## src/rtl/apc_pkg.sv

```systemverilog
// package: register map, field layout and constants of the audio pulse-width modulator
//=========================================================
// Notes on behaviour
// - room flag high while fifo can take a byte
// - sample writes dropped while room flag clear
// - other registers except status and the control enable bit ignore writes while disabled
// - disabled: pin low, counters held at zero, fifo flushed
// - enabling starts a period with pin high
// - enabling sets the interrupt request bit
// - repeat code plays sample 1,2,4,8 times
// - prescaler divides source by value plus one
// - counter restarts at period plus one
// - request sets at <=1 byte, clears on control read
// - sample fifo holds five bytes
package apc_pkg;
  //=========================================================
  // register offsets (word addresses)
  localparam logic [2:0] ADDR_CONTROL = 3'h0;
  localparam logic [2:0] ADDR_SAMPLE = 3'h1;
  localparam logic [2:0] ADDR_PERIOD = 3'h2;
  localparam logic [2:0] ADDR_COUNT = 3'h3;
  localparam logic [2:0] ADDR_STATUS = 3'h4;
  localparam logic [2:0] ADDR_MASK = 3'h5;
  //=========================================================
  // control field positions
  localparam int CTL_SRC = 15;
  localparam int CTL_PRE_HI = 14;
  localparam int CTL_PRE_LO = 8;
  localparam int CTL_IRQ = 7;
  localparam int CTL_IRQEN = 6;
  localparam int CTL_ROOM = 5;
  localparam int CTL_EN = 4;
  localparam int CTL_REP_HI = 3;
  localparam int CTL_REP_LO = 2;
  localparam int CTL_TAP_HI = 1;
  localparam int CTL_TAP_LO = 0;
  //=========================================================
  // reset values and sizes
  localparam logic [7:0] PERIOD_RESET = 8'hFE;
  localparam int FIFO_DEPTH = 5;
  localparam int STAT_BITS = 2;
  localparam int STAT_REQ = 0;
  localparam int STAT_EMPTY = 1;
endpackage : apc_pkg

```

## src/rtl/apc_top.sv

```systemverilog
// module: audio pulse-width modulator with sample fifo and register port
//
// The implementer's own choices: the address map and strobed register access.
`timescale 1ns/1ps
`default_nettype none
module apc_top #(
  parameter int DEPTH = apc_pkg::FIFO_DEPTH
) (
  input wire logic clock_i,
  input wire logic rst_i,
  input wire logic ce_i,
  input wire logic src_slow_i,
  input wire logic [2:0] addr_i,
  input wire logic [15:0] wdata_i,
  input wire logic wr_i,
  input wire logic rd_i,
  output logic [15:0] rdata_o,
  output logic modulator_output_pin_o,
  output logic irq_o
);
  localparam int PW = $clog2(DEPTH + 1);
  localparam int IW = $clog2(DEPTH);

  //=========================================================
  // state
  typedef struct packed {
    logic [2:0] slow_sync;
    logic src;
    logic [6:0] prescale;
    logic irqen;
    logic en;
    logic [1:0] rep;
    logic [1:0] tap;
    logic [7:0] period;
    logic [7:0] count;
    logic [6:0] pre_cnt;
    logic [3:0] chain;
    logic [2:0] rep_cnt;
    logic [7:0] sample;
    logic [DEPTH-1:0][7:0] mem;
    logic [IW-1:0] rd_ptr;
    logic [IW-1:0] wr_ptr;
    logic [PW-1:0] fill;
    logic [apc_pkg::STAT_BITS-1:0] stat;
    logic [apc_pkg::STAT_BITS-1:0] mask;
    logic [15:0] rdata;
    logic pin;
    logic irq;
  } apc_state_t;

  apc_state_t s_q;
  apc_state_t s_d;

  function automatic logic [IW-1:0] ptr_inc(input logic [IW-1:0] p);
    ptr_inc = (p == IW'(DEPTH - 1)) ? '0 : p + IW'(1);
  endfunction : ptr_inc

  // chain stage that feeds the counter; a constant select keeps the decode legal
  function automatic logic tap_hit(input logic [3:0] c, input logic [1:0] t);
    unique case (t)
      2'h0: tap_hit = c[0];
      2'h1: tap_hit = &c[1:0];
      2'h2: tap_hit = &c[2:0];
      2'h3: tap_hit = &c;
    endcase
  endfunction : tap_hit

  logic [7:0] per_eff;
  logic room;
  logic slow_edge;
  logic src_tick;
  logic tap_tick;
  logic wrap;
  logic [15:0] ctl_view;

  always_comb begin
    room = s_q.fill < PW'(DEPTH);
    slow_edge = s_q.slow_sync[1] & ~s_q.slow_sync[2];
    src_tick = s_q.src ? slow_edge : 1'b1;
    tap_tick = src_tick && (s_q.pre_cnt == s_q.prescale) && tap_hit(s_q.chain, s_q.tap);
    // all-ones period behaves as the reset period, else the count could never match
    per_eff = (s_q.period == '1) ? apc_pkg::PERIOD_RESET : s_q.period;
    wrap = tap_tick && ({1'b0, s_q.count} >= {1'b0, per_eff} + 9'h001);
    ctl_view = '0;
    ctl_view[apc_pkg::CTL_SRC] = s_q.src;
    ctl_view[apc_pkg::CTL_PRE_HI:apc_pkg::CTL_PRE_LO] = s_q.prescale;
    ctl_view[apc_pkg::CTL_IRQ] = s_q.stat[apc_pkg::STAT_REQ];
    ctl_view[apc_pkg::CTL_IRQEN] = s_q.irqen;
    ctl_view[apc_pkg::CTL_ROOM] = room;
    ctl_view[apc_pkg::CTL_EN] = s_q.en;
    ctl_view[apc_pkg::CTL_TAP_HI:apc_pkg::CTL_TAP_LO] = s_q.tap;
  end

  always_comb begin
    s_d = s_q;
    s_d.slow_sync = {s_q.slow_sync[1:0], src_slow_i};
    s_d.rdata = '0;
    if (rd_i) begin
      unique case (addr_i)
        apc_pkg::ADDR_CONTROL: s_d.rdata = ctl_view;
        apc_pkg::ADDR_SAMPLE: s_d.rdata = {8'h00, s_q.sample};
        apc_pkg::ADDR_PERIOD: s_d.rdata = {8'h00, s_q.period};
        apc_pkg::ADDR_COUNT: s_d.rdata = {8'h00, s_q.count};
        apc_pkg::ADDR_STATUS: s_d.rdata = {{(16 - apc_pkg::STAT_BITS){1'b0}}, s_q.stat};
        apc_pkg::ADDR_MASK: s_d.rdata = {{(16 - apc_pkg::STAT_BITS){1'b0}}, s_q.mask};
        default: s_d.rdata = '0;
      endcase
    end
    if (rd_i && addr_i == apc_pkg::ADDR_CONTROL) begin
      s_d.stat[apc_pkg::STAT_REQ] = 1'b0;
    end
    if (wr_i && addr_i == apc_pkg::ADDR_STATUS) begin
      s_d.stat = s_q.stat & ~wdata_i[apc_pkg::STAT_BITS-1:0];
    end
    if (wr_i && addr_i == apc_pkg::ADDR_CONTROL) begin
      s_d.en = wdata_i[apc_pkg::CTL_EN];
      if (s_q.en) begin
        s_d.src = wdata_i[apc_pkg::CTL_SRC];
        s_d.prescale = wdata_i[apc_pkg::CTL_PRE_HI:apc_pkg::CTL_PRE_LO];
        s_d.irqen = wdata_i[apc_pkg::CTL_IRQEN];
        s_d.rep = wdata_i[apc_pkg::CTL_REP_HI:apc_pkg::CTL_REP_LO];
        s_d.tap = wdata_i[apc_pkg::CTL_TAP_HI:apc_pkg::CTL_TAP_LO];
        if (wdata_i[apc_pkg::CTL_IRQ]) begin
          s_d.stat[apc_pkg::STAT_REQ] = 1'b1;
        end
      end
    end
    if (wr_i && s_q.en) begin
      unique case (addr_i)
        apc_pkg::ADDR_PERIOD: s_d.period = wdata_i[7:0];
        apc_pkg::ADDR_MASK: s_d.mask = wdata_i[apc_pkg::STAT_BITS-1:0];
        default: s_d.mask = s_q.mask;
      endcase
    end
    // the disabling write itself already forces the pin low and flushes
    if (!s_q.en || !s_d.en) begin
      s_d.pre_cnt = '0;
      s_d.chain = '0;
      s_d.count = '0;
      s_d.rep_cnt = '0;
      s_d.fill = '0;
      s_d.rd_ptr = '0;
      s_d.wr_ptr = '0;
      s_d.pin = 1'b0;
      if (s_d.en) begin
        s_d.pin = 1'b1;
        s_d.stat[apc_pkg::STAT_REQ] = 1'b1;
        s_d.stat[apc_pkg::STAT_EMPTY] = 1'b1;
      end
    end else begin
      if (src_tick) begin
        s_d.pre_cnt = (s_q.pre_cnt == s_q.prescale) ? '0 : s_q.pre_cnt + 7'h01;
        if (s_q.pre_cnt == s_q.prescale) begin
          s_d.chain = s_q.chain + 4'h1;
        end
      end
      if (tap_tick) begin
        s_d.count = wrap ? 8'h00 : s_q.count + 8'h01;
        if (wrap) begin
          s_d.pin = 1'b1;
        end else if (s_q.count + 8'h01 >= s_q.sample) begin
          s_d.pin = 1'b0;
        end
      end
      if (wrap) begin
        s_d.rep_cnt = s_q.rep_cnt + 3'h1;
        if (s_q.rep_cnt == 3'((1 << s_q.rep) - 1)) begin
          s_d.rep_cnt = '0;
          if (s_q.fill != '0) begin
            s_d.sample = s_q.mem[s_q.rd_ptr];
            s_d.rd_ptr = ptr_inc(s_q.rd_ptr);
            s_d.fill = s_q.fill - PW'(1);
          end
        end
      end
      if (wr_i && addr_i == apc_pkg::ADDR_SAMPLE && room) begin
        s_d.mem[s_q.wr_ptr] = wdata_i[7:0];
        s_d.wr_ptr = ptr_inc(s_q.wr_ptr);
        s_d.fill = s_d.fill + PW'(1);
      end
      // request at one or zero bytes
      if (s_d.fill <= PW'(1) && s_q.fill > PW'(1)) begin
        s_d.stat[apc_pkg::STAT_REQ] = 1'b1;
      end
      if (s_d.fill == '0 && s_q.fill != '0) begin
        s_d.stat[apc_pkg::STAT_EMPTY] = 1'b1;
      end
    end
    s_d.irq = |(s_d.stat & s_d.mask) | (s_q.irqen & s_d.stat[apc_pkg::STAT_REQ]);
  end

  always_ff @(posedge clock_i) begin
    if (rst_i) begin
      s_q <= '0;
      s_q.period <= apc_pkg::PERIOD_RESET;
    end else if (ce_i) begin
      s_q <= s_d;
    end
  end

  assign rdata_o = s_q.rdata;
  assign modulator_output_pin_o = s_q.pin;
  assign irq_o = s_q.irq;
endmodule : apc_top
`default_nettype wire

```

## config.mk

```make
export PLATFORM = sky130hd
export DESIGN_NAME = apc_top
export DESIGN_NICKNAME = d
export VERILOG_FILES = /design/src/rtl/apc_pkg.sv /design/src/rtl/apc_top.sv
export SDC_FILE = /design/constraint.sdc
export NUM_CORES = 1
export LEC_CHECK = 0
export ABC_AREA = 1
export BUFFER_PORTS_ARGS = -buffer_cell sky130_fd_sc_hd__buf_4
export CORE_UTILIZATION = 55
export CTS_BUF_LIST = sky130_fd_sc_hd__clkbuf_4
export DETAILED_ROUTE_END_ITERATION = 8
export PLACE_DENSITY = 0.81
export SLEW_MARGIN = 20
export SYNTH_ARGS = -nofsm -noshare
export SYNTH_HDL_FRONTEND = slang
export SYNTH_SLANG_ARGS = --single-unit
```

## constraint.sdc

```tcl
create_clock -name clock_i -period 3.5 [get_ports clock_i]
set_input_delay 0.35 -clock clock_i [delete_from_list [all_inputs] [get_ports clock_i]]
set_output_delay 0.35 -clock clock_i [all_outputs]
set_load 0.02 [all_outputs]
```

==> results of run 1 <==
-- final cells by class --
type                       count  area, um2  area share (%)
tap                          143        179            2.34
clock buffer                  18        135            1.77
inverter                     139        522            6.81
multi-input combinational    646       3580            46.8
clock inverter                14        166            2.17
sequential                   126       2530            33.1
timing repair buffer          71        541            7.06
-- kinds of logic after synthesis --
kind of cell	count (synthesis)	share of synthesized area, %
AOI/OAI and AO/OA	293	23.6
adders and majority gates	30	5.59
buffers and inverters	189	11.7
and+or+nand+nor	309	19.7
xor gates and xnor gates	14	1.83
DFF	126	37.6
-- critical path: cells and delay by family (launching register included) --
| kind | cells | cell delay, ps |
|---|---|---|
| fa+ha+maj | 3 | 690 |
| xor+xnor | 1 | 120 |
| simple gates | 16 | 1440 |
| flops | 1 | 360 |
| compound gates | 2 | 190 |
| buf+inv | 5 | 510 |
-- worst min-delay path by stage --
stage / start / end
5_1_grt: src_slow_i / s_d[124]$_SDFFE_PP0P_
6_report: src_slow_i / s_d[124]$_SDFFE_PP0P_
2_1_floorplan: s_q[67]$_SDFFE_PP0P_ / s_q[67]$_SDFFE_PP0P_
3_5_place_dp: s_q[70]$_SDFFE_PP0P_ / s_q[70]$_SDFFE_PP0P_
3_3_place_gp: s_q[70]$_SDFFE_PP0P_ / s_q[70]$_SDFFE_PP0P_
4_1_cts: src_slow_i / s_d[124]$_SDFFE_PP0P_
-- through the flow --
step | area [um2] | cells | utilization (%) | setup slack [ps]
after floorplan | 6720 | 961 | - | 27.8
after global placement | 7110 | 1117 | 60.9 | 12.6
after detailed placement | 7110 | 1117 | 60.9 | -129
after CTS | 7500 | 1155 | 64.3 | 1.73
after global routing | 7660 | 1157 | 65.6 | -89.6
final | 7660 | 1157 | 65.6 | 155
-- power by group through the flow --
stage | Combinational (uW) | Clock (uW) | Sequential, uW
detailed placement | 260 | 0 | 1500
global route | 307 | 1160 | 1470
CTS | 265 | 1090 | 1470
floorplan | 176 | 0 | 1500
finish | 275 | 1090 | 1470
global placement | 258 | 0 | 1500
-- per-layer routing --
layer / global-route usage [%] / vias to the layer above / routed length, um
li1: - / 3262 / -
met1: 39.0 / 2960 / 8040
met2: 45.4 / 229 / 7910
met3: 5.13 / 28 / 1230
met4: 8.00 / 0 / 219
met5: 0 / - / 0
-- registers in the layout, indices dropped and copies added, names as in the netlist --
signal / cells
modulator_output_pin_o: 1
s_d: 2
irq_o: 1
rdata_o: 16
ctl_view: 13
s_q: 93
-- synthesized netlist by cell type --
cell type / instances / area share, %
o2111ai_1: 5 / 0.65
dfxtp_1: 126 / 38
buf_2: 5 / 0.37
ha_1: 30 / 5.6
clkbuf_1: 28 / 1.6
o221ai_1: 2 / 0.26
inv_1: 131 / 7.3
nor2_4: 4 / 0.67
a21oi_1: 138 / 10
a22oi_1: 3 / 0.34
nand4_1: 4 / 0.37
buf_4: 16 / 1.8
nand2_4: 2 / 0.34
a22o_1: 1 / 0.13
o22ai_1: 4 / 0.37
a21boi_0: 1 / 0.11
and3_1: 1 / 0.093
a211oi_1: 9 / 1.0
nand3_1: 40 / 3.0
nor2_1: 45 / 2.5
nor3_1: 11 / 0.82
nor3_2: 2 / 0.30
nor3_4: 1 / 0.24
buf_6: 1 / 0.17
xor2_1: 10 / 1.3
xnor2_1: 4 / 0.52
o211ai_1: 12 / 1.3
nand2_2: 1 / 0.093
o31ai_1: 3 / 0.34
a221oi_1: 1 / 0.13
o21ai_0: 102 / 7.6
nand2_1: 192 / 11
a31oi_1: 4 / 0.37
nor4_1: 1 / 0.093
nor2_2: 4 / 0.37
a41oi_1: 1 / 0.13
or2_2: 1 / 0.093
o21ai_1: 7 / 0.52
inv_2: 8 / 0.45
-- timing repair --
| item | in CTS | in global routing |
|---|---|---|
| setup buffers | 6 | 2 |
| hold endpoints to repair | 0 | 0 |
| pin swaps | 12 | 30 |
| resized for setup | 15 | 40 |
| setup endpoints to repair | 3 | 15 |
==> run summary, run 1 <==
Die area: 0.0126 mm2
FILL cells: 1,028
Clock Sinks: 126
Worst Tran Pin Value: 839 ps
First-pass GRT wire length: 28,300 um
Overall power: 2830 uW
Synth Net Count: 1,016
Port bufs: 42
CTS Buf Count: 17
Sequential fraction of the synthesis area: 37.6%
Core footprint: 0.0117 mm2
Htree depth: 4
Warnings, synthesis: 0
Logic pwr share: 9.7%
Largest net degree at the start of global routing: 76
Number of max-capacitance violations reported: 0
DRT Wirelength: 17,400 um
Nature of the critical path startpoint: register
Slew Limit Fails: 0
Min-Delay Path Class: input port to register
Crit end category: register
Critical path startpoint: s_q[108]$_SDFFE_PP1P_
Post-synth cell types: 39
Clk buf depth: 2
Worst R2R Setup Slack: 160 ps
Critical path arrival: 3840 ps
# setup viols final: 0
CTS root buf: clkbuf_4
Worst R2R End: irq_o$_SDFFE_PP0P_
Die height: 112 um
RR Startpoint: s_q[108]$_SDFFE_PP1P_
TritonCTS clock tree: built
Peak VDD IR: 0.000233 V
Internal power: 2040 uW
FF+latch count, synth: 126
Final worst path period share: 95.6%
Average size of a mapped cell: 6.98 um2
Clock latency on the worst-skew pair: 550 ps
Antenna Nets Post-Route: 0
CP Capture Point: irq_o$_SDFFE_PP0P_
Worst Path Required: 4000 ps
Hold slack final: 46.2 ps
Unrepaired setup endpoints after global routing: yes
Ant. Diodes: 0
Starting density of the core: 57.5%
Crit-path max cell delay: 360 ps
Area delta synth->final: 14.1%
WL/cell: 15.0 um
Critical path type: register to register
Layout cell share with drive strength beyond 1: 16.7%
Setup TNS: 0 ps
Worst Hold Depth: 3
Cells on worst reg2reg path: 27
DRT Pass-1 Iters: 7
Seq pwr share: 51.9%
FP Rows: 39
Hold buffers post-CTS: 0
Commonest non-fill, non-tap cells in the layout: nand2_1, a21oi_1, inv_1
Most common cell after layout, fill and taps aside: nand2_1
Achievable clock frequency: 299 MHz
Die Wd: 112 um
GRT Resource Usage Total: 28.3%
Crit path max fanout: 4
Slew margin rel.: 43.9%
Endpoints failing hold: 0
Vias in the first global route: 5,847
Number of I/O pins: 43
Power share of the clock group: 38.4%
Nets: 1,056
Slowest CP cell: dfxtp_2
Via density: 5.60
Cells after synthesis: 961
Post-route DRC violation count: 0
Initial antenna violation count: 0
Placer Congestion: 0.910
Clk pin slew, worst setup/hold paths: 120 ps
Grt total ovfl: 0
Vias post-DR: 6,479
Post-layout min period: 3340 ps
Switch share: 27.9%
Drt initial violations: 628
Synthesized area: 0.00671 mm2
Status: completed
Cell Pwr Density: 370 mW/mm2
Clock skew: 30.2 ps
Detailed Place HPWL: 12,200 um
Psw: 791 uW
Leakage: 0.00327 uW
(Power assumes the default switching activity.)
==> run 2: changes to the inputs <==
- REMOVE_ABC_BUFFERS: default -> 1
==> run 2 against run 1 <==
  * The run now ends with negative setup slack left
  * Wire length decreased by 4.4%
  * Clock skew decreased by 16 ps
  * First-iteration DRC count decreased by 15%
  * Cell count decreased by 0.43%
  * Final area decreased by 1.6%
  * Hold slack got worse by 38 ps
  * Sequential power about the same
  * Register-to-register slack got worse by 160 ps
  * Setup slack got worse by 160 ps
  * Utilization decreased by 1.1 points
  * Via count decreased by 1.0%
  * Critical endpoint unchanged
==> run summary, run 2 (synthesis gave the netlist of run 1 again) <==
Fin area: 0.00753 mm2
Slew Limit Fails: 0
Ant. Diodes: 0
Setup TNS: -2.35 ps
Placer Congestion: 0.956
Initial antenna violation count: 0
Clock latency on the worst-skew pair: 560 ps
Number of max-capacitance violations reported: 0
First-pass GRT wire length: 27,500 um
Critical path arrival: 4020 ps
Commonest non-fill, non-tap cells in the layout: nand2_1, a21oi_1, inv_1
Clock skew: 13.7 ps
Final WS setup: -2.35 ps
Min-Delay Path Class: input port to register
Vias post-DR: 6,411
Post-layout min period: 3500 ps
Via density: 5.57
Crit end category: register
Failing checks: negative setup slack
Starting density of the core: 57.5%
CTS Buf Count: 17
Port bufs: 42
Die area: 0.0126 mm2
DRT Pass-1 Iters: 5
Max reg flops: 93
Dpl cell area: 0.00709 mm2
Post-layout util: 64.6%
Worst Path Required: 4020 ps
CP Capture Point: irq_o$_SDFFE_PP0P_
FP Rows: 39
Critical path startpoint: s_q[105]$_SDFFE_PP1P_
Antenna Nets Post-Route: 0
Number of I/O pins: 43
Endpoints failing hold: 0
Leakage: 0.00325 uW
Htree depth: 4
Nature of the critical path startpoint: register
# setup viols final: 1
Worst Tran Pin Value: 926 ps
GRT Resource Usage Total: 27.4%
Die height: 112 um
Crit path max fanout: 4
WL/cell: 14.4 um
Area delta synth->final: 12.2%
Cells on worst reg2reg path: 28
Die Wd: 112 um
Overall power: 2810 uW
Unrepaired setup endpoints after global routing: yes
Achievable clock frequency: 286 MHz
Layout cell share with drive strength beyond 1: 14.7%
TritonCTS clock tree: built
Clk buf depth: 2
Detailed Place HPWL: 11,800 um
Cell Pwr Density: 373 mW/mm2
Clk pin slew, worst setup/hold paths: 110 ps
Largest Register: s_q
Most common cell after layout, fill and taps aside: nand2_1
Critical path type: register to register
Peak VDD IR: 0.000258 V
DRT Wirelength: 16,600 um
RR Startpoint: s_q[105]$_SDFFE_PP1P_
Post-route DRC violation count: 0
CTS root buf: clkbuf_4
Most common cell on crit path: nand2_2
Vias in the first global route: 5,755
Hold slack final: 8.46 ps
Grt total ovfl: 0
Clock Sinks: 126
Largest net degree at the start of global routing: 47
Worst R2R Setup Slack: -2 ps
Slew margin rel.: 38.1%
Hold buffers post-CTS: 0
Nets: 1,051
Slowest CP cell: dfxtp_2
Worst R2R End: irq_o$_SDFFE_PP0P_
Core footprint: 0.0117 mm2
Final worst path period share: 100%
Status: complete, but fails checks
Drt initial violations: 531
Crit-path max cell delay: 350 ps
-- run 2: cell types whose count changed in the layout (fill, tap and decap cells not counted), sizes merged --
cell	before	now
clkinv	10	9
buf	71	66
clkbuf	18	17
inv	140	142
-- run 2: worst max-delay path, delay by kind of cell, from the launching register on --
family                     cells  cell delay, ps
and+or+nand+nor               19            1610
AOI/OAI and AO/OA              3             500
DFF                            1             350
buffers and inverters          2             110
xor gates and xnor gates       1             170
adders and majority gates      3             730
-- run 2: what timing repair did --
action / CTS / global route
setup buffers: 1 / 3
pin swaps: 1 / 25
setup endpoints to repair: 3 / 11
resized for setup: 5 / 29
-- run 2: worst min-delay path by stage --
| stage | startpoint | to | slack [ps] | cells after the start |
|---|---|---|---|---|
| final | src_slow_i | s_d[124]$_SDFFE_PP0P_ | 8 | 3 |
| after global placement | s_q[64]$_SDFFE_PP0P_ | s_q[64]$_SDFFE_PP0P_ | 440 | 2 |
| after floorplan | rst_i | ctl_view[7]$_SDFFE_PP0P_ | 420 | 1 |
| after CTS | src_slow_i | s_d[124]$_SDFFE_PP0P_ | 0.4 | 3 |
| after detailed placement | s_q[68]$_SDFFE_PP0P_ | s_q[68]$_SDFFE_PP0P_ | 440 | 2 |
| after global routing | src_slow_i | s_d[124]$_SDFFE_PP0P_ | 9 | 3 |
-- run 2: per-stage QoR --
step | instances | setup WS, ps
finish | 1152 | -2.35
global route | 1152 | -162
CTS | 1149 | 3.80
detailed placement | 1116 | -117
global placement | 1116 | 39.7
floorplan | 911 | -73.8
-- run 2: routing by layer --
layer | vias to the layer above | wire length, um | global-route usage, %
met5 | - | 0 | 0
met4 | 0 | 537 | 12.8
met3 | 48 | 966 | 5.18
met2 | 203 | 7510 | 42.9
met1 | 2910 | 7630 | 36.6
li1 | 3250 | - | -
-- run 2: final cells by class --
class	instances	area [um2]
clock inverter	15	168
multi-input combinational	646	3510
tap	143	179
inverter	139	522
fill	1042	4130
clock buffer	17	128
sequential	126	2530
timing repair buffer	66	495
-- run 2: power by group --
group	switching (uW)	internal [uW]
clock	572	493
combinational	183	86.3
sequential	22.4	1450
total	777	2030
